===== src/logic/spmx_pkg.sv =====
// constants shared by the serial port and address pin mux block
// assumes a 16-bit register port and a single cpu clock domain
`default_nettype none

package spmx_pkg;

  // register port widths
  localparam int unsigned ADDR_W = 16;
  localparam int unsigned DATA_W = 16;

  // register offsets on the plain register port
  localparam logic [15:0] SEL_OFFSET  = 16'h1c00; // external_bus_pin_select
  localparam logic [15:0] BOOT_OFFSET = 16'h1c01; // boot method capture, read only

  // field positions inside external_bus_pin_select
  localparam int unsigned SP1_LSB       = 10; // serial_port_one_route, bits 11:10
  localparam int unsigned SP0_LSB       = 8;  // serial_port_zero_route, bits 9:8
  localparam int unsigned RSVD_LSB      = 6;  // reserved, bits 7:6
  localparam int unsigned ADDR_MODE_LSB = 2;  // addr_pin17..20_function, bits 5:2

  // values after reset
  localparam logic [1:0] SP1_RST       = 2'h0;
  localparam logic [1:0] SP0_RST       = 2'h0;
  localparam logic [1:0] RSVD_VAL      = 2'h0;
  localparam logic [3:0] ADDR_MODE_RST = 4'hf; // all four pins general i/o
  localparam logic [3:0] BOOT_RST      = 4'h0;

  // cycles from reset release to boot level capture
  localparam logic [3:0] BOOT_DELAY_CYC = 4'ha;

  // pin group sizes
  localparam int unsigned PORT_W     = 6;  // pins per serial port
  localparam int unsigned ADDR_PINS  = 4;  // memory address 20..17
  localparam int unsigned GIO_W      = 27; // general_io_line 26..0
  localparam int unsigned ADDR_GIO_LSB = 23; // general_io_line 23..26 on addr pins
  localparam int unsigned SP1_GIO_LSB  = 6;  // general_io_line 11..6
  localparam int unsigned SP0_GIO_LSB  = 0;  // general_io_line 5..0

  // serial port route codes
  typedef enum logic [1:0] {
    SP_ROUTE_CARD = 2'b00, // card port module
    SP_ROUTE_ALT  = 2'b01, // serial master / audio+gio
    SP_ROUTE_GIO  = 2'b10, // general i/o lines
    SP_ROUTE_AUX  = 2'b11  // buffered serial, or reserved on port one
  } spmx_route_e;

  // boot capture sequence
  typedef enum logic [1:0] {
    BOOT_WAIT = 2'b00, // counting after reset release
    BOOT_DONE = 2'b01  // levels captured
  } spmx_boot_e;

endpackage : spmx_pkg

`default_nettype wire


===== src/logic/spmx_sync_if.sv =====
// interface carrying pin levels into and out of the synchroniser
// assumes both ends sit on the same cpu clock
`timescale 1ns/100ps
`default_nettype none

interface spmx_sync_if #(
  parameter int unsigned W = 16
);
  logic [W-1:0] raw;  // asynchronous pin levels
  logic [W-1:0] sync; // levels after two flops

  modport user (output raw, input sync);
  modport syncr (input raw, output sync);
endinterface : spmx_sync_if

`default_nettype wire


===== src/logic/spmx_top.sv =====
// serial port and upper address pin mux with its selection register
// assumes peripherals on the same cpu clock and pins from outside
//
// Operation
// - port one code 00: card port one
// - port one 01: serial master; 11 reserved
// - port one 10: general i/o 11..6
// - port zero code 00: card port zero
// - port zero 01: audio plus gio 5..4
// - port zero 10: general i/o 5..0
// - port zero 11: buffered serial module
// - bits 7:6 read fixed, writes ignored
// - bit 5: address 20 or gio 26
// - bit 4: address 19 or gio 25
// - bit 3: address 18 or gio 24
// - bit 2: address 17 or gio 23
// - reset: address pins are gio inputs
// - ten cycles after reset, capture boot levels
// - field changes reroute pins next cycle
//
// Strobed register access and the register offsets were decided locally.
`timescale 1ns/100ps
`default_nettype none

module spmx_top (
  input  wire logic        clk_in,            // cpu clock, 25 MHz
  input  wire logic        resetn_in,         // system reset, active low
  // register port
  input  wire logic [15:0] reg_addr_in,       // register address
  input  wire logic [15:0] reg_wdata_in,      // write data
  input  wire logic        reg_wr_in,         // write strobe
  input  wire logic        reg_rd_in,         // read strobe
  output logic      [15:0] reg_rdata_out,     // read data, cycle after strobe
  // serial port one pins
  input  wire logic [5:0]  sp1_pin_in,        // pin levels
  output logic      [5:0]  sp1_pin_out,       // pin drive values
  output logic      [5:0]  sp1_pin_oe_n_out,  // low while driving
  // serial port zero pins
  input  wire logic [5:0]  sp0_pin_in,        // pin levels
  output logic      [5:0]  sp0_pin_out,       // pin drive values
  output logic      [5:0]  sp0_pin_oe_n_out,  // low while driving
  // upper address pins, bit 0 is address 17
  input  wire logic [3:0]  addr_pin_in,       // pin levels
  output logic      [3:0]  addr_pin_out,      // pin drive values
  output logic      [3:0]  addr_pin_oe_n_out, // low while driving
  // card_port_one
  input  wire logic [5:0]  card1_out_in,      // values to drive
  input  wire logic [5:0]  card1_oe_n_in,     // low to drive
  output logic      [5:0]  card1_in_out,      // pin levels back
  // multichannel_serial_master
  input  wire logic [5:0]  mcsm_out_in,       // values to drive
  input  wire logic [5:0]  mcsm_oe_n_in,      // low to drive
  output logic      [5:0]  mcsm_in_out,       // pin levels back
  // card_port_zero
  input  wire logic [5:0]  card0_out_in,      // values to drive
  input  wire logic [5:0]  card0_oe_n_in,     // low to drive
  output logic      [5:0]  card0_in_out,      // pin levels back
  // audio_serial_zero
  input  wire logic [3:0]  aud0_out_in,       // values to drive
  input  wire logic [3:0]  aud0_oe_n_in,      // low to drive
  output logic      [3:0]  aud0_in_out,       // pin levels back
  // buffered_multichannel_serial
  input  wire logic [5:0]  bms_out_in,        // values to drive
  input  wire logic [5:0]  bms_oe_n_in,       // low to drive
  output logic      [5:0]  bms_in_out,        // pin levels back
  // general_io_line 26..0
  input  wire logic [26:0] gio_out_in,        // values to drive
  input  wire logic [26:0] gio_oe_n_in,       // low to drive
  output logic      [26:0] gio_in_out,        // pin levels back
  // memory_address_out 20..17 from the memory interface
  input  wire logic [3:0]  mem_addr_in,       // address bits 20..17
  // status
  output logic      [3:0]  boot_level_out,    // captured boot levels
  output logic             boot_valid_out     // capture has happened
);

  ////////////////////////////////////////////////////////////////////////////
  // reset release synchroniser
  logic rst_meta_q; // first stage, read only by the second
  logic rst_n_q;    // reset used by the rest of the block

  // assert at once, release after two edges
  always_ff @(posedge clk_in or negedge resetn_in) begin
    if (!resetn_in) begin
      rst_meta_q <= 1'b0;
      rst_n_q    <= 1'b0;
    end else begin
      rst_meta_q <= 1'b1;
      rst_n_q    <= rst_meta_q;
    end
  end

  ////////////////////////////////////////////////////////////////////////////
  // helper functions

  // six-wide four-way pick, used for drive, enable and both ports
  function automatic logic [5:0] pick6(
    input logic [1:0] mode,
    input logic [5:0] c0,
    input logic [5:0] c1,
    input logic [5:0] c2,
    input logic [5:0] c3
  );
    case (mode)
      spmx_pkg::SP_ROUTE_CARD: pick6 = c0;
      spmx_pkg::SP_ROUTE_ALT:  pick6 = c1;
      spmx_pkg::SP_ROUTE_GIO:  pick6 = c2;
      default:                 pick6 = c3;
    endcase
  endfunction

  // level back to a peripheral only while it owns the pins
  function automatic logic [5:0] give6(
    input logic [1:0] mode,
    input logic [1:0] owner,
    input logic [5:0] lvl
  );
    give6 = (mode == owner) ? lvl : 6'h00;
  endfunction

  ////////////////////////////////////////////////////////////////////////////
  // selection register state
  logic [1:0] sp1_route_q;   // serial_port_one_route
  logic [1:0] sp0_route_q;   // serial_port_zero_route
  logic [3:0] addr_func_q;   // addr_pin20..17_function, 1 = gio
  logic [3:0] boot_level_q;  // captured boot levels
  logic [3:0] boot_cnt_q;    // cycles since reset release
  logic [3:0] boot_cnt_d;    // next count
  logic [15:0] rdata_q;      // read data, held for one cycle

  spmx_pkg::spmx_boot_e boot_state_q; // boot capture state
  spmx_pkg::spmx_boot_e boot_state_d; // next boot state

  ////////////////////////////////////////////////////////////////////////////
  // register decode
  wire        sel_hit   = (reg_addr_in == spmx_pkg::SEL_OFFSET);  // selection reg
  wire        boot_hit  = (reg_addr_in == spmx_pkg::BOOT_OFFSET); // boot reg
  wire        sel_wr    = reg_wr_in & sel_hit;                    // selection write
  wire [1:0]  sp1_wdata = reg_wdata_in[spmx_pkg::SP1_LSB +: 2];   // new port one code
  wire [1:0]  sp0_wdata = reg_wdata_in[spmx_pkg::SP0_LSB +: 2];   // new port zero code
  wire [3:0]  addr_wdata = reg_wdata_in[spmx_pkg::ADDR_MODE_LSB +: 4]; // new pin modes

  // selection register image; bits outside this block read as zero
  wire [15:0] sel_image = {4'h0,
                           sp1_route_q,
                           sp0_route_q,
                           spmx_pkg::RSVD_VAL,
                           addr_func_q,
                           2'h0};
  // boot register image, captured levels in the low bits
  wire [15:0] boot_image = {12'h000, boot_level_q};
  // read mux, unmapped offsets answer zero
  wire [15:0] rd_mux = sel_hit  ? sel_image  :
                       boot_hit ? boot_image : 16'h0000;

  ////////////////////////////////////////////////////////////////////////////
  // selection register writes; reserved bits are never stored
  // pin routing reads these flops directly, so a write reroutes next cycle
  always_ff @(posedge clk_in or negedge rst_n_q) begin
    if (!rst_n_q) begin
      sp1_route_q <= spmx_pkg::SP1_RST;
      sp0_route_q <= spmx_pkg::SP0_RST;
      addr_func_q <= spmx_pkg::ADDR_MODE_RST;
    end else if (sel_wr) begin
      sp1_route_q <= sp1_wdata;
      sp0_route_q <= sp0_wdata;
      addr_func_q <= addr_wdata;
    end
  end

  // read data stands only in the cycle after the strobe
  always_ff @(posedge clk_in or negedge rst_n_q) begin
    if (!rst_n_q) begin
      rdata_q <= 16'h0000;
    end else begin
      rdata_q <= reg_rd_in ? rd_mux : 16'h0000;
    end
  end

  assign reg_rdata_out = rdata_q;

  ////////////////////////////////////////////////////////////////////////////
  // pin level synchronisers
  // every pin is outside the clock domain, so levels pass two flops
  // before they reach a peripheral or the boot capture
  spmx_sync_if #(.W(16)) pin_sync ();

  assign pin_sync.raw = {addr_pin_in, sp0_pin_in, sp1_pin_in};

  spmx_pin_sync #(
    .W (16)
  ) u_pin_sync (
    .clk_in   (clk_in),
    .rst_n_in (rst_n_q),
    .port     (pin_sync)
  );

  wire [5:0] sp1_lvl  = pin_sync.sync[5:0];   // port one levels
  wire [5:0] sp0_lvl  = pin_sync.sync[11:6];  // port zero levels
  wire [3:0] addr_lvl = pin_sync.sync[15:12]; // address pin levels

  ////////////////////////////////////////////////////////////////////////////
  // boot level capture
  // counts from the release of the synchronised reset; the pin levels
  // seen here are two cycles old, well inside the settle time
  wire boot_hit_cnt = (boot_cnt_q == spmx_pkg::BOOT_DELAY_CYC); // ten cycles

  // next state and count
  always_comb begin
    boot_state_d = boot_state_q;
    boot_cnt_d   = boot_cnt_q;
    case (boot_state_q)
      spmx_pkg::BOOT_WAIT: begin
        if (boot_hit_cnt) begin
          boot_state_d = spmx_pkg::BOOT_DONE;
        end else begin
          boot_cnt_d = boot_cnt_q + 4'h1;
        end
      end
      spmx_pkg::BOOT_DONE: begin
        boot_state_d = spmx_pkg::BOOT_DONE; // holds until next reset
      end
      default: begin
        boot_state_d = spmx_pkg::BOOT_WAIT;
        boot_cnt_d   = 4'h0;
      end
    endcase
  end

  // state, count and capture flops
  always_ff @(posedge clk_in or negedge rst_n_q) begin
    if (!rst_n_q) begin
      boot_state_q <= spmx_pkg::BOOT_WAIT;
      boot_cnt_q   <= 4'h0;
      boot_level_q <= spmx_pkg::BOOT_RST;
    end else begin
      boot_state_q <= boot_state_d;
      boot_cnt_q   <= boot_cnt_d;
      if ((boot_state_q == spmx_pkg::BOOT_WAIT) && boot_hit_cnt) begin
        boot_level_q <= addr_lvl;
      end
    end
  end

  assign boot_level_out = boot_level_q;
  assign boot_valid_out = (boot_state_q == spmx_pkg::BOOT_DONE);

  ////////////////////////////////////////////////////////////////////////////
  // serial port one routing
  // the reserved code drives nothing, so a bad write cannot fight a pin;
  // software still has to gate and reset the peripherals around a change
  wire [5:0] gio11_6_out  = gio_out_in[spmx_pkg::SP1_GIO_LSB +: 6];  // gio 11..6
  wire [5:0] gio11_6_oen  = gio_oe_n_in[spmx_pkg::SP1_GIO_LSB +: 6]; // gio 11..6

  assign sp1_pin_out = pick6(sp1_route_q,
                             card1_out_in,
                             mcsm_out_in,
                             gio11_6_out,
                             6'h00);
  assign sp1_pin_oe_n_out = pick6(sp1_route_q,
                                  card1_oe_n_in,
                                  mcsm_oe_n_in,
                                  gio11_6_oen,
                                  6'h3f);

  // levels back to the owner of port one
  assign card1_in_out = give6(sp1_route_q, spmx_pkg::SP_ROUTE_CARD, sp1_lvl);
  assign mcsm_in_out  = give6(sp1_route_q, spmx_pkg::SP_ROUTE_ALT, sp1_lvl);
  wire [5:0] sp1_gio_in = give6(sp1_route_q, spmx_pkg::SP_ROUTE_GIO, sp1_lvl);

  ////////////////////////////////////////////////////////////////////////////
  // serial port zero routing
  // mode 01 puts audio on the low four pins and gio 5..4 on the top two
  wire [5:0] gio5_0_out = gio_out_in[spmx_pkg::SP0_GIO_LSB +: 6];  // gio 5..0
  wire [5:0] gio5_0_oen = gio_oe_n_in[spmx_pkg::SP0_GIO_LSB +: 6]; // gio 5..0
  wire [5:0] aud_mix_out = {gio5_0_out[5:4], aud0_out_in};         // audio + gio
  wire [5:0] aud_mix_oen = {gio5_0_oen[5:4], aud0_oe_n_in};        // audio + gio

  assign sp0_pin_out = pick6(sp0_route_q,
                             card0_out_in,
                             aud_mix_out,
                             gio5_0_out,
                             bms_out_in);
  assign sp0_pin_oe_n_out = pick6(sp0_route_q,
                                  card0_oe_n_in,
                                  aud_mix_oen,
                                  gio5_0_oen,
                                  bms_oe_n_in);

  // levels back to the owner of port zero
  assign card0_in_out = give6(sp0_route_q, spmx_pkg::SP_ROUTE_CARD, sp0_lvl);
  assign bms_in_out   = give6(sp0_route_q, spmx_pkg::SP_ROUTE_AUX, sp0_lvl);
  wire [5:0] sp0_aud_lvl = give6(sp0_route_q, spmx_pkg::SP_ROUTE_ALT, sp0_lvl);
  assign aud0_in_out = sp0_aud_lvl[3:0];
  // gio 5..0 see the pins in mode 10, gio 5..4 also in mode 01
  wire [5:0] sp0_gio_in = give6(sp0_route_q, spmx_pkg::SP_ROUTE_GIO, sp0_lvl) |
                          {sp0_aud_lvl[5:4], 4'h0};

  ////////////////////////////////////////////////////////////////////////////
  // upper address pins, one slice per pin
  // until the boot levels are taken the pins in gio function are held as inputs, so a
  // gio block that comes out of reset driving cannot spoil the capture
  wire [3:0] addr_gio_in; // levels back to gio 26..23
  wire       boot_quiet = (boot_state_q != spmx_pkg::BOOT_DONE); // before capture

  genvar gi;
  generate
    for (gi = 0; gi < 4; gi = gi + 1) begin : g_addr
      // gio owns the pin when its function flag is set
      wire as_gio = addr_func_q[gi];
      wire g_out  = gio_out_in[spmx_pkg::ADDR_GIO_LSB + gi];   // gio drive value
      wire g_oen  = gio_oe_n_in[spmx_pkg::ADDR_GIO_LSB + gi];  // gio drive enable
      assign addr_pin_out[gi] = as_gio ? g_out : mem_addr_in[gi];
      // address is always driven; gio pin is an input during boot
      assign addr_pin_oe_n_out[gi] = as_gio ? (g_oen | boot_quiet) : 1'b0;
      assign addr_gio_in[gi] = as_gio & addr_lvl[gi];
    end
  endgenerate

  ////////////////////////////////////////////////////////////////////////////
  // levels back to the general i/o block; lines not muxed here read zero
  assign gio_in_out = {addr_gio_in,      // gio 26..23
                       11'h000,          // gio 22..12, not muxed here
                       sp1_gio_in,       // gio 11..6
                       sp0_gio_in};      // gio 5..0

endmodule // spmx_top

`default_nettype wire


===== src/logic/spmx_pin_sync.sv =====
// two flop synchroniser for the pin levels read by the mux
// assumes the reset given is already synchronous on release
`timescale 1ns/100ps
`default_nettype none

module spmx_pin_sync #(
  parameter int unsigned W = 16
) (
  input  wire logic clk_in,   // cpu clock
  input  wire logic rst_n_in, // synchronised reset, active low
  spmx_sync_if.syncr port     // raw in, synchronised out
);

  ////////////////////////////////////////////////////////////////////////////
  // first stage only feeds the second stage, nothing else looks at it
  logic [W-1:0] meta_q;   // first stage
  logic [W-1:0] stable_q; // second stage

  // sample and resample
  always_ff @(posedge clk_in or negedge rst_n_in) begin
    if (!rst_n_in) begin
      meta_q   <= '0;
      stable_q <= '0;
    end else begin
      meta_q   <= port.raw;
      stable_q <= meta_q;
    end
  end

  assign port.sync = stable_q;

endmodule // spmx_pin_sync

`default_nettype wire


===== config.mk =====
export PLATFORM = sky130hd
export DESIGN_NAME = spmx_top
export DESIGN_NICKNAME = d
export VERILOG_FILES = /design/src/logic/spmx_pkg.sv /design/src/logic/spmx_sync_if.sv /design/src/logic/spmx_top.sv /design/src/logic/spmx_pin_sync.sv
export SDC_FILE = /design/constraint.sdc
export NUM_CORES = 1
export LEC_CHECK = 0
export ABC_AREA = 1
export BUFFER_PORTS_ARGS = -buffer_cell sky130_fd_sc_hd__buf_2
export CAP_MARGIN = 20
export CORE_AREA = 2 2 106 108
export DETAILED_ROUTE_END_ITERATION = 7
export DIE_AREA = 0 0 108 110
export HOLD_SLACK_MARGIN = 0.1
export PLACE_DENSITY_LB_ADDON = 0.12
export SLEW_MARGIN = 20
export SYNTH_ARGS = -nofsm -noshare
export SYNTH_HDL_FRONTEND = slang
export SYNTH_SLANG_ARGS = --single-unit
export TNS_END_PERCENT = 10

===== constraint.sdc =====
create_clock -name clk_in -period 2.3 [get_ports clk_in]
set_input_delay 0.115 -clock clk_in [delete_from_list [all_inputs] [get_ports clk_in]]
set_output_delay 0.115 -clock clk_in [all_outputs]
set_load 0.03 [all_outputs]

; ---- Yosys cells after proc, flatten, opt, wreduce, memory -nomap -nowiden
; Cells that the tools add are included.
[word_totals]
reg_bits = 64
inputBits = 166
output_inout_bits = 108
word_cells = 66
[classes]
addsub = 1
n_eq_ne = 12
n_mux = 26
n_bitwise = 11
reduce_logical = 5
[op_table]
columns = operator, n
row1 = $pmux 6 s3, 4
row2 = $mux 6, 7
row3 = $eq 16x13->1 const B, 2
row4 = $mux 12, 2
row5 = $mux 1, 8
row6 = $mux 4, 2
row7 = $pmux 4 s2, 1
row8 = $eq 2x1->1 const B, 3
row9 = $eq 2x2->1 const B, 3
row10 = $logic_not 2->1, 3
row11 = $or 6x6->6, 1
row12 = $and 1x1->1, 5
row13 = $add 4x1->4 const B, 1
row14 = $eq 4x4->1 const B, 1
row15 = $ne 2x2->1 const B, 2
row16 = $or 1x1->1, 4
row17 = $pmux 2 s2, 1
row18 = $mux 2, 1
row19 = $ne 2x1->1 const B, 1
row20 = $reduce_and 2->1, 1
row21 = $logic_and 1x1->1, 1
row22 = $not 1->1, 1

; ---- Logic depth before layout (Yosys ltp)
[depth]
word_depth = 4
ltp_mapped = 7
depth_no_buf = 7

; ---- Hierarchy
; From an unflattened synthesis, not the netlist that was laid out.
[hier_totals]
cells_unflattened = 394
area_unflattened_um2 = 3140.5
[by_module_without_submodules]
columns = module, n_inst, cells_each, area_each_um2
row1 = spmx_top, 1, 362, 2339.7
row2 = spmx_pin_sync, 1, 32, 800.8

; ---- Worst setup path before layout
; Ideal clock, no wire load.
[synth_timing]
path_type = flip-flop to output port
start = register sp0_route_q[0]
end = output gio_in_out[4]
t_arrival_ns = 1.259
slack_ns = 0.926
stages_incl_launch_ff = 7
n_path_buf = 1
cell_sequence = dfrtp_1 buf_6 nand2_4 inv_8 nor2_8 clkinv_8 nor2_1
[synth_via]
elab_chain_len = 3
elab_cells_between_ends = 5
cone_classes = 2 x eq/ne / 2 x mux / 1 x bitwise
[synth_rtl]
columns = element, line_no
row1 = start: declaration, spmx_top.sv:124  ; logic [1:0] sp0_route_q;
row2 = start signal: assignment, spmx_top.sv:162  ; sp0_route_q <= spmx_pkg::SP0_RST;
row3 = start signal: assignment, spmx_top.sv:166  ; sp0_route_q <= sp0_wdata;
row4 = $eq 2x2->1 / $eq 2x1->1 (equally long branches), spmx_top.sv:118  ; give6 = (mode == owner) ? lvl : 6'h00;
row5 = $mux 6, spmx_top.sv:118
row6 = $or 6x6->6 (*), spmx_top.sv:296  ; wire [5:0] sp0_gio_in = give6(sp0_route_q, spmx_pkg::SP_ROUTE_GIO, sp0_lvl) |
row7 = end: declaration, spmx_top.sv:69  ; output logic [26:0] gio_in_out,
; Every way passes the cells marked *; elsewhere a longest branch is shown, timed or not.

; ---- Worst setup path in the final report
[layout_timing]
start = register sp1_route_q[0]
end = output card1_in_out[4]
[layout_via]
elab_chain_len = 2
[layout_rtl]
columns = element, line_no
row1 = start: declaration, spmx_top.sv:123  ; logic [1:0] sp1_route_q;
row2 = start signal: assignment, spmx_top.sv:161  ; sp1_route_q <= spmx_pkg::SP1_RST;
row3 = start signal: assignment, spmx_top.sv:165  ; sp1_route_q <= sp1_wdata;
row4 = $logic_not 2->1, spmx_top.sv:118
row5 = $mux 6, spmx_top.sv:118
row6 = end: declaration, spmx_top.sv:49  ; output logic [5:0] card1_in_out,
; No other way between the ends.

==> metrics <==
Clk Latency, worst-skew pair 0.34 ns; Hold Fails Final Rpt 0; Vias 3384; drt initial violations 125; final net count 827; sequential area share after synthesis 0.4900; antenna violations before repair 0; Die Ht 110 um; Critical Path Sink Type primary output; FF-to-FF path depth 5; Post-route DRC 0; CP max FO 13; Hold Crit Class in2reg; Ys Warns 0; share of cells above drive strength 1 0.3976; startpoint types flop; hpwl dp 7.157 mm; commonest non-fill, non-tap cells in the layout buf_2 (226), nand2_1 (119), nor2_1 (72), dfrtp_1 (56), inv_1 (42); hold path cells 3; WL final 9.342 mm; GRT Util Overall 0.1463; required time of the critical path 2.18 ns; vias in the first global route 2930; RD Place Congestion 0.7426; dpl cells 754; outcome finished, final reports clean; unique cell type count in the Yosys netlist 27; max-cap viol count 0; DR WL/cell 11.62 um; Static Leak 2.775 nW; row cnt 38; grt ovf 0; Finished Layout Cells 804; first-pass GRT wire length 13.46 mm; antenna-violating nets left 0; post-synthesis cell count 397; IO Pins 274; diodes inserted 0; post_cts resized 0; Max H-tree Level 3; Tmin final 1.969 ns; Final Skew 0.007166 ns; Setup WS pre-CTS 0.6850 ns; Die X 108 um; Worst Slack Setup Final 0.3311 ns; most common cell after layout, fill and taps aside buf_2; Post-CTS Hold Fix Bufs 34; largest net degree at the start of global routing 45; clock root cell clkbuf_8; post-CTS setup buffer count 0; vias per cell 4.209; IR drop worst, VDD 0.2729 mV; drt first pass iters 6; Initial Util 0.2922; Setup TNS 0 ns; TritonCTS Buffers 9; power per cell area 508.0 nW/um2; Post-Syn Area 3125 um2; clk sink count 61; CTS clk-pin slew, worst paths 0.07 ns; CTS Buffer Depth 2; port bufs 226; worst path arrival time 1.85 ns; final setup fails 0; Period Utilization, post-route 0.8560; CTS tree done; CP Class reg2out; # fillers 1079; full die area 11880 um2; Seq cells post-synth 61; core area 10700 um2; max frequency 507.9 MHz; Pins Over Slew Limit 0; RSZ-0062 raised after global routing no; Layout area overhead 54.96%; Syn Area/Cell 7.873 um2
## report_power, final
group / switching (mW) / total [mW] / leakage (nW) / internal [mW]
registers: 0.0164 / 1.12 / 0.733 / 1.11
logic: 0.226 / 0.391 / 1.95 / 0.164
clock network: 0.444 / 0.947 / 0.0918 / 0.503
total: 0.687 / 2.46 / 2.77 / 1.77
## Yosys cell counts (all sizes together)
master,n,area share
o21ai,11,0.018
dfstp,4,0.034
dfrtp,57,0.46
buf,26,0.067
ha,2,0.0080
nand3,20,0.035
nand4,21,0.042
a21oi,1,0.0016
xor2,2,0.0056
inv,46,0.058
conb,2,0.0024
clkinv,2,0.0064
nor2,78,0.11
nand2,122,0.15
o22ai,3,0.0060
## state kept, by name (all words and copies together), names as in the netlist
name                  count
sp1_route_q               2
u_pin_sync.port.sync     16
rst_n_q                   1
boot_cnt_q                4
reg_rdata_out            10
rst_meta_q                1
boot_state_q              1
addr_func_q               4
boot_level_out            4
u_pin_sync.meta_q        16
sp0_route_q               2
## path summary, 6_finish.rpt
kind | slack (ns) | endpoint | from
min in group asynchronous | 0.19 | u_pin_sync.port.sync[10] | rst_n_q
worst max register to register | 1.06 | boot_level_out[2] | boot_cnt_q[0]
max in group asynchronous | 1.50 | addr_func_q[2] | rst_n_q
worst min register to register | 0.19 | u_pin_sync.port.sync[10] | rst_n_q
worst max-delay path | 0.33 | card1_in_out[4] | sp1_route_q[0]
worst min-delay path | 0.13 | sp1_route_q[0] | reg_wr_in
## worst max-delay path, cell delays in order (launching register included)
cell,delay (ns)
dfrtp_1,0.49
nor2_2,0.46
inv_1,0.23
nor2_1,0.14
buf_2,0.21
## layout make-up
type	instances	area [um2]	share of cell area
clock buffers	9	123.9	0.02557
flip-flops and latches	61	1533	0.3165
repair buffers	261	1491	0.3079
well taps	140	175.2	0.03617
inverters	48	202.7	0.04185
multi-input cells	278	1242	0.2565
clock inverters	7	75.07	0.01550
## through the flow
stage / util / hold slack [ns] / cell area (um2) / power [mW]
after floorplan: - / -0.1806 / 3186 / 1.349
after global placement: 0.4023 / -0.09870 / 4304 / 1.495
after detailed placement: 0.4023 / -0.09567 / 4304 / 1.499
after CTS: 0.4527 / 0.1004 / 4843 / 2.505
after global routing: 0.4527 / 0.1380 / 4843 / 2.594
final: 0.4527 / 0.1309 / 4843 / 2.461
## cell families (layout without fill, tap and decap cells)
group | count (synthesis) | count (layout) | share of synthesized area
DFF | 61 | 61 | 0.4900
other | 2 | 18 | 0.002403
adders and majority gates | 2 | 2 | 0.008005
AOI/OAI and AO/OA | 15 | 15 | 0.02522
and+or+nand+nor | 241 | 241 | 0.3371
buffers and inverters | 74 | 325 | 0.1317
xor gates and xnor gates | 2 | 2 | 0.005606
## metal layers
metal / GRT usage / up-vias / wire (um)
li1: - / 1714 / -
met1: 0.1735 / 1531 / 3813
met2: 0.2543 / 129 / 4719
met3: 0.03586 / 10 / 692
met4: 0.06044 / 0 / 115
met5: 0 / - / 0
No activity file was read; power rests on OpenSTA's default activity.
